===== config.mk =====
export PLATFORM = sky130hd
export DESIGN_NAME = twg_timer_output_waveform_gen
export DESIGN_NICKNAME = d
export VERILOG_FILES = /design/src/logic/twg_pkg.sv /design/src/logic/twg_timer_output_waveform_gen.sv
export SDC_FILE = /design/constraint.sdc
export NUM_CORES = 1
export LEC_CHECK = 0
export BUFFER_PORTS_ARGS = -buffer_cell sky130_fd_sc_hd__clkbuf_2
export CAP_MARGIN = 20
export CORE_UTILIZATION = 35
export CTS_CLUSTER_DIAMETER = 60
export DETAILED_ROUTE_END_ITERATION = 8
export PLACE_DENSITY = 0.58
export SYNTH_ARGS = -nofsm -noshare
export SYNTH_HDL_FRONTEND = slang
export SYNTH_SLANG_ARGS = --single-unit

===== constraint.sdc =====
create_clock -name clk -period 2.26 [get_ports clk]
set_input_delay 0.339 -clock clk [delete_from_list [all_inputs] [get_ports clk]]
set_output_delay 0.339 -clock clk [all_outputs]
set_load 0.005 [all_outputs]

===== src/logic/twg_pkg.sv =====
//----------------------------------------------------------------------
// Operation
//----------------------------------------------------------------------
package twg_pkg;

    // register map
    localparam logic [3:0] CTL_ADDR = 4'h0;
    localparam logic [3:0] STAT_ADDR = 4'h1;
    localparam logic [15:0] CTL_RESET = 16'h0000;

    // control field positions
    localparam int CAPTURE_MODE_BIT = 0;
    localparam int POL_INV_BIT = 1;
    localparam int GEN_MODE_LSB = 2;
    localparam int SW_LEVEL_BIT = 5;
    localparam int PAIR_SEL_BIT = 6;
    localparam int CTL_WIDTH = 16;

    // count directions
    localparam logic [1:0] COUNT_UP = 2'h0;
    localparam logic [1:0] COUNT_DOWN = 2'h1;
    localparam logic [1:0] COUNT_UPDOWN = 2'h2;

    typedef enum logic [2:0] {
        GEN_SOFTWARE,
        GEN_SET,
        GEN_TOGGLE_RESET,
        GEN_SET_RESET,
        GEN_TOGGLE,
        GEN_RESET,
        GEN_TOGGLE_SET,
        GEN_RESET_SET
    } twg_gen_mode_type;

endpackage


===== src/logic/twg_timer_output_waveform_gen.sv =====
`timescale 1ns/1ps
module twg_timer_output_waveform_gen (
    // clock and reset
    input  wire logic        clk,
    input  wire logic        reset,
    // register port
    input  wire logic [3:0]  reg_addr,
    input  wire logic [15:0] reg_wdata,
    input  wire logic        reg_write,
    input  wire logic        reg_read,
    output logic      [15:0] reg_rdata,
    // counter events, same clock
    input  wire logic [1:0]  count_mode,
    input  wire logic        match_own,
    input  wire logic        match_partner,
    input  wire logic        counter_max,
    input  wire logic        counter_zero,
    // waveform
    output logic             timer_wave_out
);

    typedef struct packed {
        logic [15:0] ctl;
        logic        level;
        logic        out;
        logic [15:0] rdata;
    } twg_state_type;

    twg_state_type state_ff;
    twg_state_type nxt_state;

    logic                      capture_mode;
    logic                      paired;
    twg_pkg::twg_gen_mode_type gen_mode;
    logic                      set_ev;
    logic                      clr_ev;
    logic                      tgl_ev;
    logic                      period_ev;
    logic                      any_match;

    assign capture_mode = state_ff.ctl[twg_pkg::CAPTURE_MODE_BIT];
    assign paired = state_ff.ctl[twg_pkg::PAIR_SEL_BIT];
    assign gen_mode = twg_pkg::twg_gen_mode_type'(
        state_ff.ctl[twg_pkg::GEN_MODE_LSB +: 3]);
    assign any_match = match_own | match_partner;

    // end of period: zero when counting down, max otherwise
    assign period_ev = (count_mode == twg_pkg::COUNT_DOWN) ?
                       counter_zero : counter_max;

    //------------------------------------------------------------------
    // event decode
    //------------------------------------------------------------------
    always_comb begin
        set_ev = 1'b0;
        clr_ev = 1'b0;
        tgl_ev = 1'b0;
        case (gen_mode)
            twg_pkg::GEN_RESET_SET: begin
                clr_ev = match_own;
                set_ev = paired ? match_partner : period_ev;
            end
            twg_pkg::GEN_TOGGLE_SET: begin
                tgl_ev = match_own;
                set_ev = paired ? match_partner : period_ev;
            end
            twg_pkg::GEN_RESET: begin
                clr_ev = paired ? any_match : match_own;
            end
            twg_pkg::GEN_TOGGLE: begin
                tgl_ev = paired ? any_match : match_own;
            end
            twg_pkg::GEN_SET_RESET: begin
                set_ev = match_own;
                clr_ev = paired ? match_partner : period_ev;
            end
            twg_pkg::GEN_TOGGLE_RESET: begin
                tgl_ev = match_own;
                clr_ev = paired ? match_partner : period_ev;
            end
            twg_pkg::GEN_SET: begin
                set_ev = paired ? any_match : match_own;
            end
            default: begin
            end
        endcase
    end

    //------------------------------------------------------------------
    // next state
    //------------------------------------------------------------------
    always_comb begin
        nxt_state = state_ff;
        nxt_state.rdata = 16'h0000;
        if (reg_write && reg_addr == twg_pkg::CTL_ADDR) begin
            nxt_state.ctl = reg_wdata;
        end
        if (reg_read) begin
            case (reg_addr)
                twg_pkg::CTL_ADDR: nxt_state.rdata = state_ff.ctl;
                twg_pkg::STAT_ADDR: nxt_state.rdata = {15'h0000,
                                                       state_ff.level};
                default: nxt_state.rdata = 16'h0000;
            endcase
        end
        if (!capture_mode) begin
            if (gen_mode == twg_pkg::GEN_SOFTWARE) begin
                nxt_state.level = state_ff.ctl[twg_pkg::SW_LEVEL_BIT];
            end else begin
                case (gen_mode)
                    twg_pkg::GEN_RESET_SET,
                    twg_pkg::GEN_TOGGLE_SET: begin
                        if (set_ev) nxt_state.level = 1'b1;
                        else if (clr_ev) nxt_state.level = 1'b0;
                        else if (tgl_ev) nxt_state.level = ~state_ff.level;
                    end
                    twg_pkg::GEN_SET_RESET,
                    twg_pkg::GEN_TOGGLE_RESET: begin
                        if (clr_ev) nxt_state.level = 1'b0;
                        else if (set_ev) nxt_state.level = 1'b1;
                        else if (tgl_ev) nxt_state.level = ~state_ff.level;
                    end
                    default: begin
                        if (set_ev) nxt_state.level = 1'b1;
                        else if (clr_ev) nxt_state.level = 1'b0;
                        else if (tgl_ev) nxt_state.level = ~state_ff.level;
                    end
                endcase
            end
        end
        // polarity applied on the registered output
        nxt_state.out = nxt_state.level ^
                        nxt_state.ctl[twg_pkg::POL_INV_BIT];
    end

    always_ff @(posedge clk) begin
        if (reset) begin
            state_ff.ctl <= twg_pkg::CTL_RESET;
            state_ff.level <= 1'b0;
            state_ff.out <= 1'b0;
            state_ff.rdata <= 16'h0000;
        end else begin
            state_ff <= nxt_state;
        end
    end

    assign reg_rdata = state_ff.rdata;
    assign timer_wave_out = state_ff.out;

    //------------------------------------------------------------------
    // checks
    //------------------------------------------------------------------
    logic pol_inv;
    logic sw_bit;
    logic live;
    logic end_ev;

    assign pol_inv = state_ff.ctl[twg_pkg::POL_INV_BIT];
    assign sw_bit = state_ff.ctl[twg_pkg::SW_LEVEL_BIT];
    assign live = !capture_mode;
    // rebuilt from the pins so a broken decode cannot hide itself
    assign end_ev = paired ? match_partner :
                    (count_mode == twg_pkg::COUNT_DOWN) ? counter_zero :
                    counter_max;

    sw_level_follow_a: assert property (
        @(posedge clk) disable iff (reset)
        (live && gen_mode == twg_pkg::GEN_SOFTWARE)
        |=> state_ff.level == $past(sw_bit))
        else $error("software level not followed");

    sw_plain_out_a: assert property (
        @(posedge clk) disable iff (reset)
        (live && gen_mode == twg_pkg::GEN_SOFTWARE && !pol_inv)
        |=> (!$stable(state_ff.ctl) || timer_wave_out == sw_bit))
        else $error("software level not driven");

    sw_invert_out_a: assert property (
        @(posedge clk) disable iff (reset)
        (live && gen_mode == twg_pkg::GEN_SOFTWARE && pol_inv)
        |=> (!$stable(state_ff.ctl) || timer_wave_out != sw_bit))
        else $error("inverted software level wrong");

    capture_freeze_a: assert property (
        @(posedge clk) disable iff (reset)
        capture_mode |=> $stable(state_ff.level))
        else $error("level moved in capture mode");

    capture_out_a: assert property (
        @(posedge clk) disable iff (reset)
        capture_mode
        |=> (!$stable(state_ff.ctl) || $stable(timer_wave_out)))
        else $error("output moved in capture mode");

    reset_set_a: assert property (
        @(posedge clk) disable iff (reset)
        (live && gen_mode == twg_pkg::GEN_RESET_SET && match_own && !end_ev)
        |=> !state_ff.level)
        else $error("mode 7 match did not clear");

    reset_set_end_a: assert property (
        @(posedge clk) disable iff (reset)
        (live && gen_mode == twg_pkg::GEN_RESET_SET && end_ev && !match_own)
        |=> state_ff.level)
        else $error("mode 7 set missed");

    toggle_set_a: assert property (
        @(posedge clk) disable iff (reset)
        (live && gen_mode == twg_pkg::GEN_TOGGLE_SET && end_ev)
        |=> state_ff.level)
        else $error("mode 6 set missed");

    toggle_set_match_a: assert property (
        @(posedge clk) disable iff (reset)
        (live && gen_mode == twg_pkg::GEN_TOGGLE_SET && match_own && !end_ev)
        |=> state_ff.level != $past(state_ff.level))
        else $error("mode 6 toggle missed");

    reset_only_a: assert property (
        @(posedge clk) disable iff (reset)
        (live && gen_mode == twg_pkg::GEN_RESET &&
         (match_own || (paired && match_partner)))
        |=> !state_ff.level)
        else $error("mode 5 clear missed");

    toggle_only_a: assert property (
        @(posedge clk) disable iff (reset)
        (live && gen_mode == twg_pkg::GEN_TOGGLE && paired && match_partner)
        |=> state_ff.level != $past(state_ff.level))
        else $error("mode 4 paired toggle missed");

    toggle_own_a: assert property (
        @(posedge clk) disable iff (reset)
        (live && gen_mode == twg_pkg::GEN_TOGGLE && match_own)
        |=> state_ff.level != $past(state_ff.level))
        else $error("mode 4 toggle missed");

    set_reset_a: assert property (
        @(posedge clk) disable iff (reset)
        (live && gen_mode == twg_pkg::GEN_SET_RESET && end_ev)
        |=> !state_ff.level)
        else $error("mode 3 end reset missed");

    set_reset_match_a: assert property (
        @(posedge clk) disable iff (reset)
        (live && gen_mode == twg_pkg::GEN_SET_RESET && match_own && !end_ev)
        |=> state_ff.level)
        else $error("mode 3 set missed");

    toggle_reset_a: assert property (
        @(posedge clk) disable iff (reset)
        (live && gen_mode == twg_pkg::GEN_TOGGLE_RESET && end_ev)
        |=> !state_ff.level)
        else $error("mode 2 clear missed");

    toggle_reset_match_a: assert property (
        @(posedge clk) disable iff (reset)
        (live && gen_mode == twg_pkg::GEN_TOGGLE_RESET && match_own &&
         !end_ev)
        |=> state_ff.level != $past(state_ff.level))
        else $error("mode 2 toggle missed");

    set_only_a: assert property (
        @(posedge clk) disable iff (reset)
        (live && gen_mode == twg_pkg::GEN_SET &&
         (match_own || (paired && match_partner)))
        |=> state_ff.level)
        else $error("mode 1 set missed");

    pair_off_a: assert property (
        @(posedge clk) disable iff (reset)
        (live && !paired && !match_own &&
         (gen_mode == twg_pkg::GEN_SET || gen_mode == twg_pkg::GEN_TOGGLE ||
          gen_mode == twg_pkg::GEN_RESET))
        |=> $stable(state_ff.level))
        else $error("level moved on partner while unpaired");

    pair_on_a: assert property (
        @(posedge clk) disable iff (reset)
        (live && paired && !match_own && !match_partner &&
         gen_mode != twg_pkg::GEN_SOFTWARE)
        |=> $stable(state_ff.level))
        else $error("level moved without a match while paired");

    clash_set_a: assert property (
        @(posedge clk) disable iff (reset)
        (live && gen_mode == twg_pkg::GEN_RESET_SET && match_own && end_ev)
        |=> state_ff.level)
        else $error("mode 7 collision not set");

    polarity_out_a: assert property (
        @(posedge clk) disable iff (reset)
        timer_wave_out == (state_ff.level ^ pol_inv))
        else $error("output polarity wrong");

    // read data only after a read
    rdata_idle_a: assert property (
        @(posedge clk) disable iff (reset)
        !reg_read |=> reg_rdata == 16'h0000)
        else $error("read data not idle");

    // control read back
    rdata_ctl_a: assert property (
        @(posedge clk) disable iff (reset)
        (reg_read && reg_addr == twg_pkg::CTL_ADDR)
        |=> reg_rdata == $past(state_ff.ctl))
        else $error("control read back wrong");

    // status shows the level
    rdata_stat_a: assert property (
        @(posedge clk) disable iff (reset)
        (reg_read && reg_addr == twg_pkg::STAT_ADDR)
        |=> reg_rdata == {15'h0000, $past(state_ff.level)})
        else $error("status read back wrong");

    // control write lands
    ctl_write_a: assert property (
        @(posedge clk) disable iff (reset)
        (reg_write && reg_addr == twg_pkg::CTL_ADDR)
        |=> state_ff.ctl == $past(reg_wdata))
        else $error("control write lost");

    // other writes leave control alone
    ctl_hold_a: assert property (
        @(posedge clk) disable iff (reset)
        !(reg_write && reg_addr == twg_pkg::CTL_ADDR)
        |=> $stable(state_ff.ctl))
        else $error("control changed without a write");

endmodule


# Word-level counts from Yosys, hierarchy flattened
# Index checks and enable logic that the tools add are counted.
dict set report classes {
  n_reduce_logical 7
  bitwise 4
  n_eq_ne 9
  n_mux 16
}
# operator n
set op_table {}
lappend op_table {{$pmux W16 S2} 1}
lappend op_table {{$eq A3 B3 Y1 const B} 4}
lappend op_table {{$mux W1} 11}
lappend op_table {{$reduce_or A2 Y1} 4}
lappend op_table {{$eq A3 B2 Y1 const B} 2}
lappend op_table {{$pmux W1 S3} 2}
lappend op_table {{$eq A4 B1 Y1 const B} 1}
lappend op_table {{$logic_not A4 Y1} 1}
lappend op_table {{$eq A3 B1 Y1 const B} 1}
lappend op_table {{$logic_not A3 Y1} 1}
lappend op_table {{$eq A2 B1 Y1 const B} 1}
lappend op_table {{$mux W2} 1}
lappend op_table {{$not A1 Y1} 2}
lappend op_table {{$pmux W1 S2} 1}
lappend op_table {{$logic_and A1 B1 Y1} 1}
lappend op_table {{$or A1 B1 Y1} 1}
lappend op_table {{$xor A1 B1 Y1} 1}
dict set report word_totals {
  word_cells 41
  ff_bits 34
  inputBits 30
}

# Logic depth before layout (Yosys ltp)
# Gate-level depths: netlist of the first run.
dict set report logic_depth {
  depth_word 10
  mapped_depth 6
  mapped_depth_nobuf 5
}

# Worst setup path after synthesis of the first run
# No wires, ideal clock.
dict set report synth_timing {
  kind {input to register}
  from {input port count_mode[1]}
  to {register state_ff, in the netlist timer_wave_out}
  arrival_time_ns 1.384
  stages 5
  setup_slack_ns 0.752
  required_time_ns 2.137
  cell_sequence {nand2b_1 nor3_1 and4bb_1 a311oi_2 mux2_1}
}
dict set report synth_between {
  elab_chain_len 10
  elab_cells_between_ends 13
}
# item line
set synth_rtl {}
lappend synth_rtl {{from (decl)} twg_timer_output_waveform_gen.sv:13} ;# input wire logic [1:0] count_mode,
lappend synth_rtl {{$eq A2 B1 Y1 (*)} -}
lappend synth_rtl {{$mux W1 (*)} twg_timer_output_waveform_gen.sv:48} ;# assign period_ev = (count_mode == twg_pkg::COUNT_DOWN) ?
lappend synth_rtl {{$mux W1 (*)} -}
lappend synth_rtl {{$pmux W1 S3} twg_timer_output_waveform_gen.sv:58} ;# case (gen_mode)
lappend synth_rtl {{$mux W1 (on tied branches)} {twg_timer_output_waveform_gen.sv:125, twg_timer_output_waveform_gen.sv:120}}
lappend synth_rtl {{$mux W1 (on tied branches)} {twg_timer_output_waveform_gen.sv:113, twg_timer_output_waveform_gen.sv:119}}
lappend synth_rtl {{$mux W1 (*)} -}
lappend synth_rtl {{$mux W1 (*)} twg_timer_output_waveform_gen.sv:107} ;# if (gen_mode == twg_pkg::GEN_SOFTWARE) begin
lappend synth_rtl {{$mux W1 (*)} twg_timer_output_waveform_gen.sv:106} ;# if (!capture_mode) begin
lappend synth_rtl {{$xor A1 B1 Y1 (*)} twg_timer_output_waveform_gen.sv:132} ;# nxt_state.out = nxt_state.level ^
lappend synth_rtl {{to (signal assigned)} twg_timer_output_waveform_gen.sv:143} ;# state_ff <= nxt_state;
lappend synth_rtl {{to (decl)} twg_timer_output_waveform_gen.sv:29} ;# twg_state_type state_ff;
# Every way passes the cells marked *; elsewhere a longest branch is shown, timed or not.
# A chain may end at the register's enable or synchronous reset.

# Worst setup path after layout of the first run
dict set report layout_timing {
  from {register state_ff, in the netlist paired}
  to {register state_ff, in the netlist timer_wave_out}
}
dict set report layout_between {
  elab_chain_len 9
  elab_cells_between_ends 14
}
# item line
set layout_rtl {}
lappend layout_rtl {{$mux W1} {twg_timer_output_waveform_gen.sv:68, twg_timer_output_waveform_gen.sv:71, twg_timer_output_waveform_gen.sv:82}}
lappend layout_rtl {{$pmux W1 S2} twg_timer_output_waveform_gen.sv:58}
lappend layout_rtl {{$mux W1} {twg_timer_output_waveform_gen.sv:115, twg_timer_output_waveform_gen.sv:121, twg_timer_output_waveform_gen.sv:126}}
lappend layout_rtl {{$mux W1 (on tied branches)} {twg_timer_output_waveform_gen.sv:125, twg_timer_output_waveform_gen.sv:120}}
lappend layout_rtl {{$mux W1 (on tied branches)} {twg_timer_output_waveform_gen.sv:113, twg_timer_output_waveform_gen.sv:119}}
lappend layout_rtl {{$mux W1 (*)} -}
lappend layout_rtl {{$mux W1 (*)} twg_timer_output_waveform_gen.sv:107}
lappend layout_rtl {{$mux W1 (*)} twg_timer_output_waveform_gen.sv:106}
lappend layout_rtl {{$xor A1 B1 Y1 (*)} twg_timer_output_waveform_gen.sv:132}
# Marks and branches as above.

==> results of run 1 <==
## final cells by class
cell class | instances | area [µm²] | area share
Clock buffer | 7 | 86.3 | 0.0541
Clock inverter | 1 | 5.00 | 0.00313
Inverter | 3 | 11.3 | 0.00705
Multi-Input combinational cell | 70 | 500 | 0.313
Sequential cell | 34 | 681 | 0.426
Tap cell | 48 | 60.1 | 0.0376
Timing Repair Buffer | 49 | 253 | 0.158
## registers in the layout, summed over array words and instances (netlist names)
name            count
pol_inv             1
gen_mode            3
reg_rdata          16
paired              1
capture_mode        1
timer_wave_out      1
state_ff           11
## power groups by stage
stage / registers, µW / logic [µW] / clock network, µW
6_report: 607 / 58.4 / 446
5_1_grt: 607 / 65.0 / 496
4_1_cts: 607 / 59.3 / 464
3_5_place_dp: 620 / 58.8 / 0
3_3_place_gp: 620 / 57.6 / 0
2_1_floorplan: 620 / 26.2 / 0
## per-layer routing
| metal | global-route usage | share of wire |
|---|---|---|
| met1 | 0.144 | 0.45 |
| met2 | 0.213 | 0.47 |
| met3 | 0.0500 | 0.073 |
| met4 | 0.0540 | 0.012 |
| met5 | 0 | 0 |
## synth_stat cells
cell,instances
clkbuf_1,3
a311oi_2,1
buf_2,1
nor2_1,18
a21oi_1,2
buf_4,17
mux2i_1,19
nor2_2,1
a21oi_2,1
and2_1,12
nor2b_1,2
nand3b_1,2
a221oi_2,1
and4bb_1,1
nand2b_1,2
nor3_1,3
inv_1,3
dfxtp_1,34
and2_2,1
a31oi_1,1
nor3_2,2
mux2_1,1
## kinds of logic (layout without fill, tap and decap cells)
group | count (synthesis) | after routing | share of synthesized area
and+or+nand+nor | 44 | 44 | 0.183
buffers and inverters | 24 | 60 | 0.116
muxes | 20 | 20 | 0.151
DFF | 34 | 34 | 0.509
AOI/OAI and AO/OA | 6 | 6 | 0.0412
## through the flow
stage                     hold WS, ns  setup slack (ns)  utilization  total power [µW]  cells
after floorplan                 0.416             0.752            -               646    128
after global placement          0.432             0.633        0.411               678    204
after detailed placement        0.439             0.569        0.411               679    204
after CTS                       0.288             0.612        0.436              1130    212
after global routing            0.296             0.455        0.436              1170    212
final                           0.291             0.625        0.436              1110    212
## worst paths after layout
kind,endpoint,cells past startpoint,startpoint,slack [ns]
setup / recovery,timer_wave_out,5,paired,0.63
hold / removal,state_ff[23],3,reg_wdata[5],0.29
setup reg to reg,timer_wave_out,5,paired,0.63
hold reg to reg,reg_rdata[10],1,state_ff[28],0.45
## worst register-to-register path: cells and delay by family, from the launching register on
family	cells	cell delay [ns]
AOI/OAI and AO/OA	2	0.54
muxes	1	0.35
DFF	1	0.46
and+or+nand+nor	2	0.18
==> results.md, run 1 <==
- Status: complete, no violations
- Hold_buf cts: 0
- Share of power burned in registers: 0.546
- Num CTS Buffers: 5
- Yosys top cell by area: dfxtp_1
- DRC: 0
- First-pass GRT wire length: 3930 µm
- Worst path max stage delay: 0.46 ns
- P_leak: 0.000823 µW
- Starting Density: 0.365
- Die Wd: 63.8 µm
- DRT iter0 DRCs: 28
- Mean post-synth cell area: 10.4 µm²
- Ys Warns: 0
- Num ports: 47
- Dpl hpwl: approximately 1700 µm
- Share of the synthesized area in the top cell type: 0.509
- Share of cells above drive strength 1: 0.384
- Switching power: 230 µW
- H-tree depth: 2
- Max Fclk: 612 MHz
- Final Skew: 0.00629 ns
- Clk buf depth: 2
- Final Hold Fails: 0
- Pin count of the biggest net entering global routing: 19
- #FFs+latches synth: 34
- Routability congestion estimate: 0.834
- Final ANT Viol Nets: 0
- Max-cap violations: 0
- Die area: 4070 µm²
- Worst setup SP type: flop
- Clock root buffer: clkbuf_8
- Critical path peak fanout: 6
- Commonest non-fill, non-tap cell in the layout: clkbuf_2
- Core footprint: 3660 µm²
- Area contributors post-synth: dfxtp_1, mux2i_1, buf_4, and2_1, nor2_1
- Input/output buffers: 46
- Final WL: roughly 2300 µm
- Site Rows: 22
- Fin area: 1600 µm²
- Final Net Count: 193
- GRT overflow: 0
- Crit path arrival time: 1.80 ns
- CTS tree: done
- Vias per inst: 4.37
- Commonest cells after routing, fill and taps aside: clkbuf_2, dfxtp_1, mux2i_1, nor2_1, and2_1
- GR Util All Layers: 0.128
- Cells after Synth: 128
- CTS resizes: 0
- Worst Max-Slew Pin Slew: 0.269 ns
- Fin. max-slew vios: 0
- Antenna diodes: 0
- Register area share after synthesis: 0.509
- Initial antenna violation count: 0
- Delay-heaviest family, CP: compound AO/OA/AOI/OAI gates
- Worst endpoint required time: 2.42 ns
- PwrDens: 696 nW/µm²
- Fill count: ~370
- Die Span Y: 63.8 µm
- Clock sink total: 34
- Crit path cell chain: nor2_2, a221oi_2, nand2b_1, a311oi_2, mux2_1
- # Post-CTS Setup Buffers: 0
- Switch share: 0.207
- WL/cell: 11.0 µm
- RSZ-0062 raised after global routing: no
- Mapped cell area: 1340 µm²
- Int Power: 881 µW
- Vias in the first global route: 900
- Post-synth cell types: 22
- Worst setup EP type: flop
- Tcrit/Tclk final: 0.723
- Detailed Routing Iterations Pass 1: 4
- Slowest-stage cell, CP: dfxtp_1
- Min Clock Period, post-route: about 1.6 ns
- Combinational Power Share: 0.053
- Crit path buf inv count: 0
- Worst VDD drop: approximately 0.31 mV
- Type of the tightest min-delay check: in2reg
- Total Neg Setup Slack: 0 ns
- Routed vias: 926
- Area growth from synthesis to layout: 19.5%
- Placed inst area: 1510 µm²
- Clock slew at reported path FFs: 0.07 ns
- Rel. slew slack: 0.821
- CP Class: reg2reg
- Clock Power Share: 0.401
- Skew-Pair Late Insertion Delay: 0.28 ns
- Net count after synthesis: about 160
- Setup violators final: 0
(Power assumes the default switching activity.)
==> inputs of run 2 (changes only) <==
Settings changed: ABC_AREA from default to 1, PLACE_DENSITY 0.58 to 0.6.
Clock period 2.26 ns to 1.3 ns, I/O delays scaled along.
==> run 2 against run 1 <==
  * Sequential power is 75% higher
  * Critical path depth is 9 higher
  * Core utilization is 2.8 points higher
  * Clock power is 120% higher
  * Clock skew is 0.0019 ns lower
  * Synthesized cell count is 37% higher
  * Non-clock buffer count is 4 higher
  * Register-to-register slack worse by 0.54 ns
  * Final cell count is 23% higher
  * Global-route usage is 1.2 points higher
  * Largest power group unchanged
==> results.md, run 2 <==
- Status: complete, no violations
- Fin. max-slew vios: 0
- Share of cells above drive strength 1: 0.333
- First-pass GRT wire length: 4490 µm
- H-tree depth: 2
- PwrDens: 1250 nW/µm²
- RSZ-0062 raised after global routing: yes
- Clock sink total: 34
- Site Rows: 22
- Worst setup EP type: flop
- Final Hold Fails: 0
- Area growth from synthesis to layout: 24.2%
- Input/output buffers: 46
- Worst path max stage delay: 0.34 ns
- P_leak: 0.000791 µW
- CTS resizes: 0
- Mapped cell area: 1400 µm²
- Synth Flop Type: dfxtp_1
- Initial antenna violation count: 0
- Final ANT Viol Nets: 0
- Commonest non-fill, non-tap cell in the layout: clkbuf_2
- Dpl hpwl: around 1900 µm
- FFs w/ async S/R, synth: 0
- Delay-heaviest family, CP: simple AND/OR/NAND/NOR gates
- Core footprint: 3740 µm²
- Min Clock Period, post-route: 1.22 ns
- Critical path peak fanout: 4
- Cells after Synth: 175
- # Post-CTS Setup Buffers: 0
- Skew-Pair Late Insertion Delay: 0.28 ns
- CP Class: reg2reg
- Num CTS Buffers: 5
- Ys Warns: 0
- Post-place setup slack: -0.0332 ns
- Hold_buf cts: 0
- Area contributors post-synth: dfxtp_1, buf_4, inv_1, nand2_1, a21oi_1
- Antenna diodes: 0
- Max FFs per register: 16
- DRC: 0
- Die Span Y: roughly 65 µm
- Most common cell on crit path: nand2_1
- Clock slew at reported path FFs: about 0.070 ns
- Worst Max-Slew Pin Slew: 0.473 ns
- Pin count of the biggest net entering global routing: 16
- Die Wd: 65.2 µm
- Clock root buffer: clkbuf_8
- Crit path arrival time: about 1.4 ns
- Final Hold Slack: between 0.1 and 0.15 ns
- GR Util All Layers: 0.140
- Vias per inst: 4.42
- Share of the synthesized area in the top cell type: 0.487
- Type of the tightest min-delay check: in2reg
- Crit path cell chain: inv_2, nand3_2, nand2_2, nand2_1, nand2_1, nand2_1, nand3_1, nand2_1, inv_1, nand2_1, nand2_1, nand2_1, nand2_1, nand2_1
- Post-synth EDFFs: 0
- Most frequent cell after synthesis: dfxtp_1
- Routability congestion estimate: between 0.7 and 0.8
- DRT iter0 DRCs: 74
- Slowest-stage cell, CP: dfxtp_2
- Register area share after synthesis: 0.487
- Detailed Routing Iterations Pass 1: 4
- Worst endpoint required time: between 1 and 1.5 ns
- CTS tree: done
- Crit path buf inv count: 2
- Post-synth cell types: 18
- Die area: 4250 µm²
- GRT overflow: 0
- Final Skew: 0.00437 ns
- Net count after synthesis: between 200 and 250
- Final WL: 2560 µm
- #FFs+latches synth: 34
- Rel. slew slack: 0.684
- Mean post-synth cell area: 7.99 µm²
- Tcrit/Tclk final: 0.936
- Clk buf depth: 2
- Max Fclk: 822 MHz
- Final Net Count: 243
- Yosys top cell by area: dfxtp_1
- Routed vias: 1,154
- Final setup margin: 0.0833 ns
- Vias in the first global route: 1,061
- Num ports: between 40 and 50
- WL/cell: between 9 and 10 µm
- Worst VDD drop: approximately 0.66 mV
- Starting Density: 0.374
- Commonest cells after routing, fill and taps aside: clkbuf_2, dfxtp_1, inv_1, nand2_1, a21oi_1
- Total Power: ~2200 µW
- Post-synth top cells: dfxtp_1, inv_1, nand2_1
- Max-cap violations: 0
- Setup violators final: 0
- Worst setup SP type: flop
[run 2: changes by cell type after synthesis, sizes merged, moves of 14 or more]
cell / previous run / this run
a21oi: 3 / 17
inv: 3 / 27
mux2i: 19 / 0
nand2: 0 / 27
o21ai: 0 / 16
[run 2: report_power, final]
part / total (µW) / switching (µW) / internal [µW]
sequential: 1060 / 6.18 / 1060
combinational: 145 / 78.6 / 66.6
clock: 967 / 354 / 613
[run 2: per-stage QoR]
| stage | instances | utilization | setup TNS (ns) | area (µm²) |
|---|---|---|---|---|
| final | 261 | 0.464 | 0 | 1740 |
| after global routing | 261 | 0.464 | -0.0710 | 1740 |
| after CTS | 261 | 0.460 | 0 | 1720 |
| after detailed placement | 254 | 0.430 | -0.116 | 1610 |
| after global placement | 254 | 0.430 | -0.0149 | 1610 |
| after floorplan | 175 | - | 0 | 1400 |
[run 2: cell families after synthesis]
kind of cell,synth area share
flip-flops,0.487
AND/OR/NAND/NOR,0.202
buffers and inverters,0.184
AO/OA/AOI/OAI,0.127
[run 2: final timing paths]
path / from / end / slack, ns / depth (start not counted)
max: gen_mode[1] / timer_wave_out / 0.08 / 14
min: reset / state_ff[17] / 0.12 / 2
max reg2reg: gen_mode[1] / timer_wave_out / 0.08 / 14
min reg2reg: state_ff[31] / reg_rdata[13] / 0.44 / 2
[run 2: cell type report]
| class | count | area [µm²] |
|---|---|---|
| timing repair buffer | 53 | 308 |
| sequential | 34 | 683 |
| multi-input combinational | 92 | 473 |
| tap | 48 | 60.1 |
| clock inverter | 1 | 30.0 |
| fill | 398 | 2010 |
| clock buffer | 6 | 82.6 |
| inverter | 27 | 101 |
[run 2: routing by layer]
metal | global-route usage | share of wire
met4 | 0.0571 | 0.015
met5 | 0 | 0
met2 | 0.229 | 0.45
met3 | 0.0590 | 0.064
met1 | 0.159 | 0.47
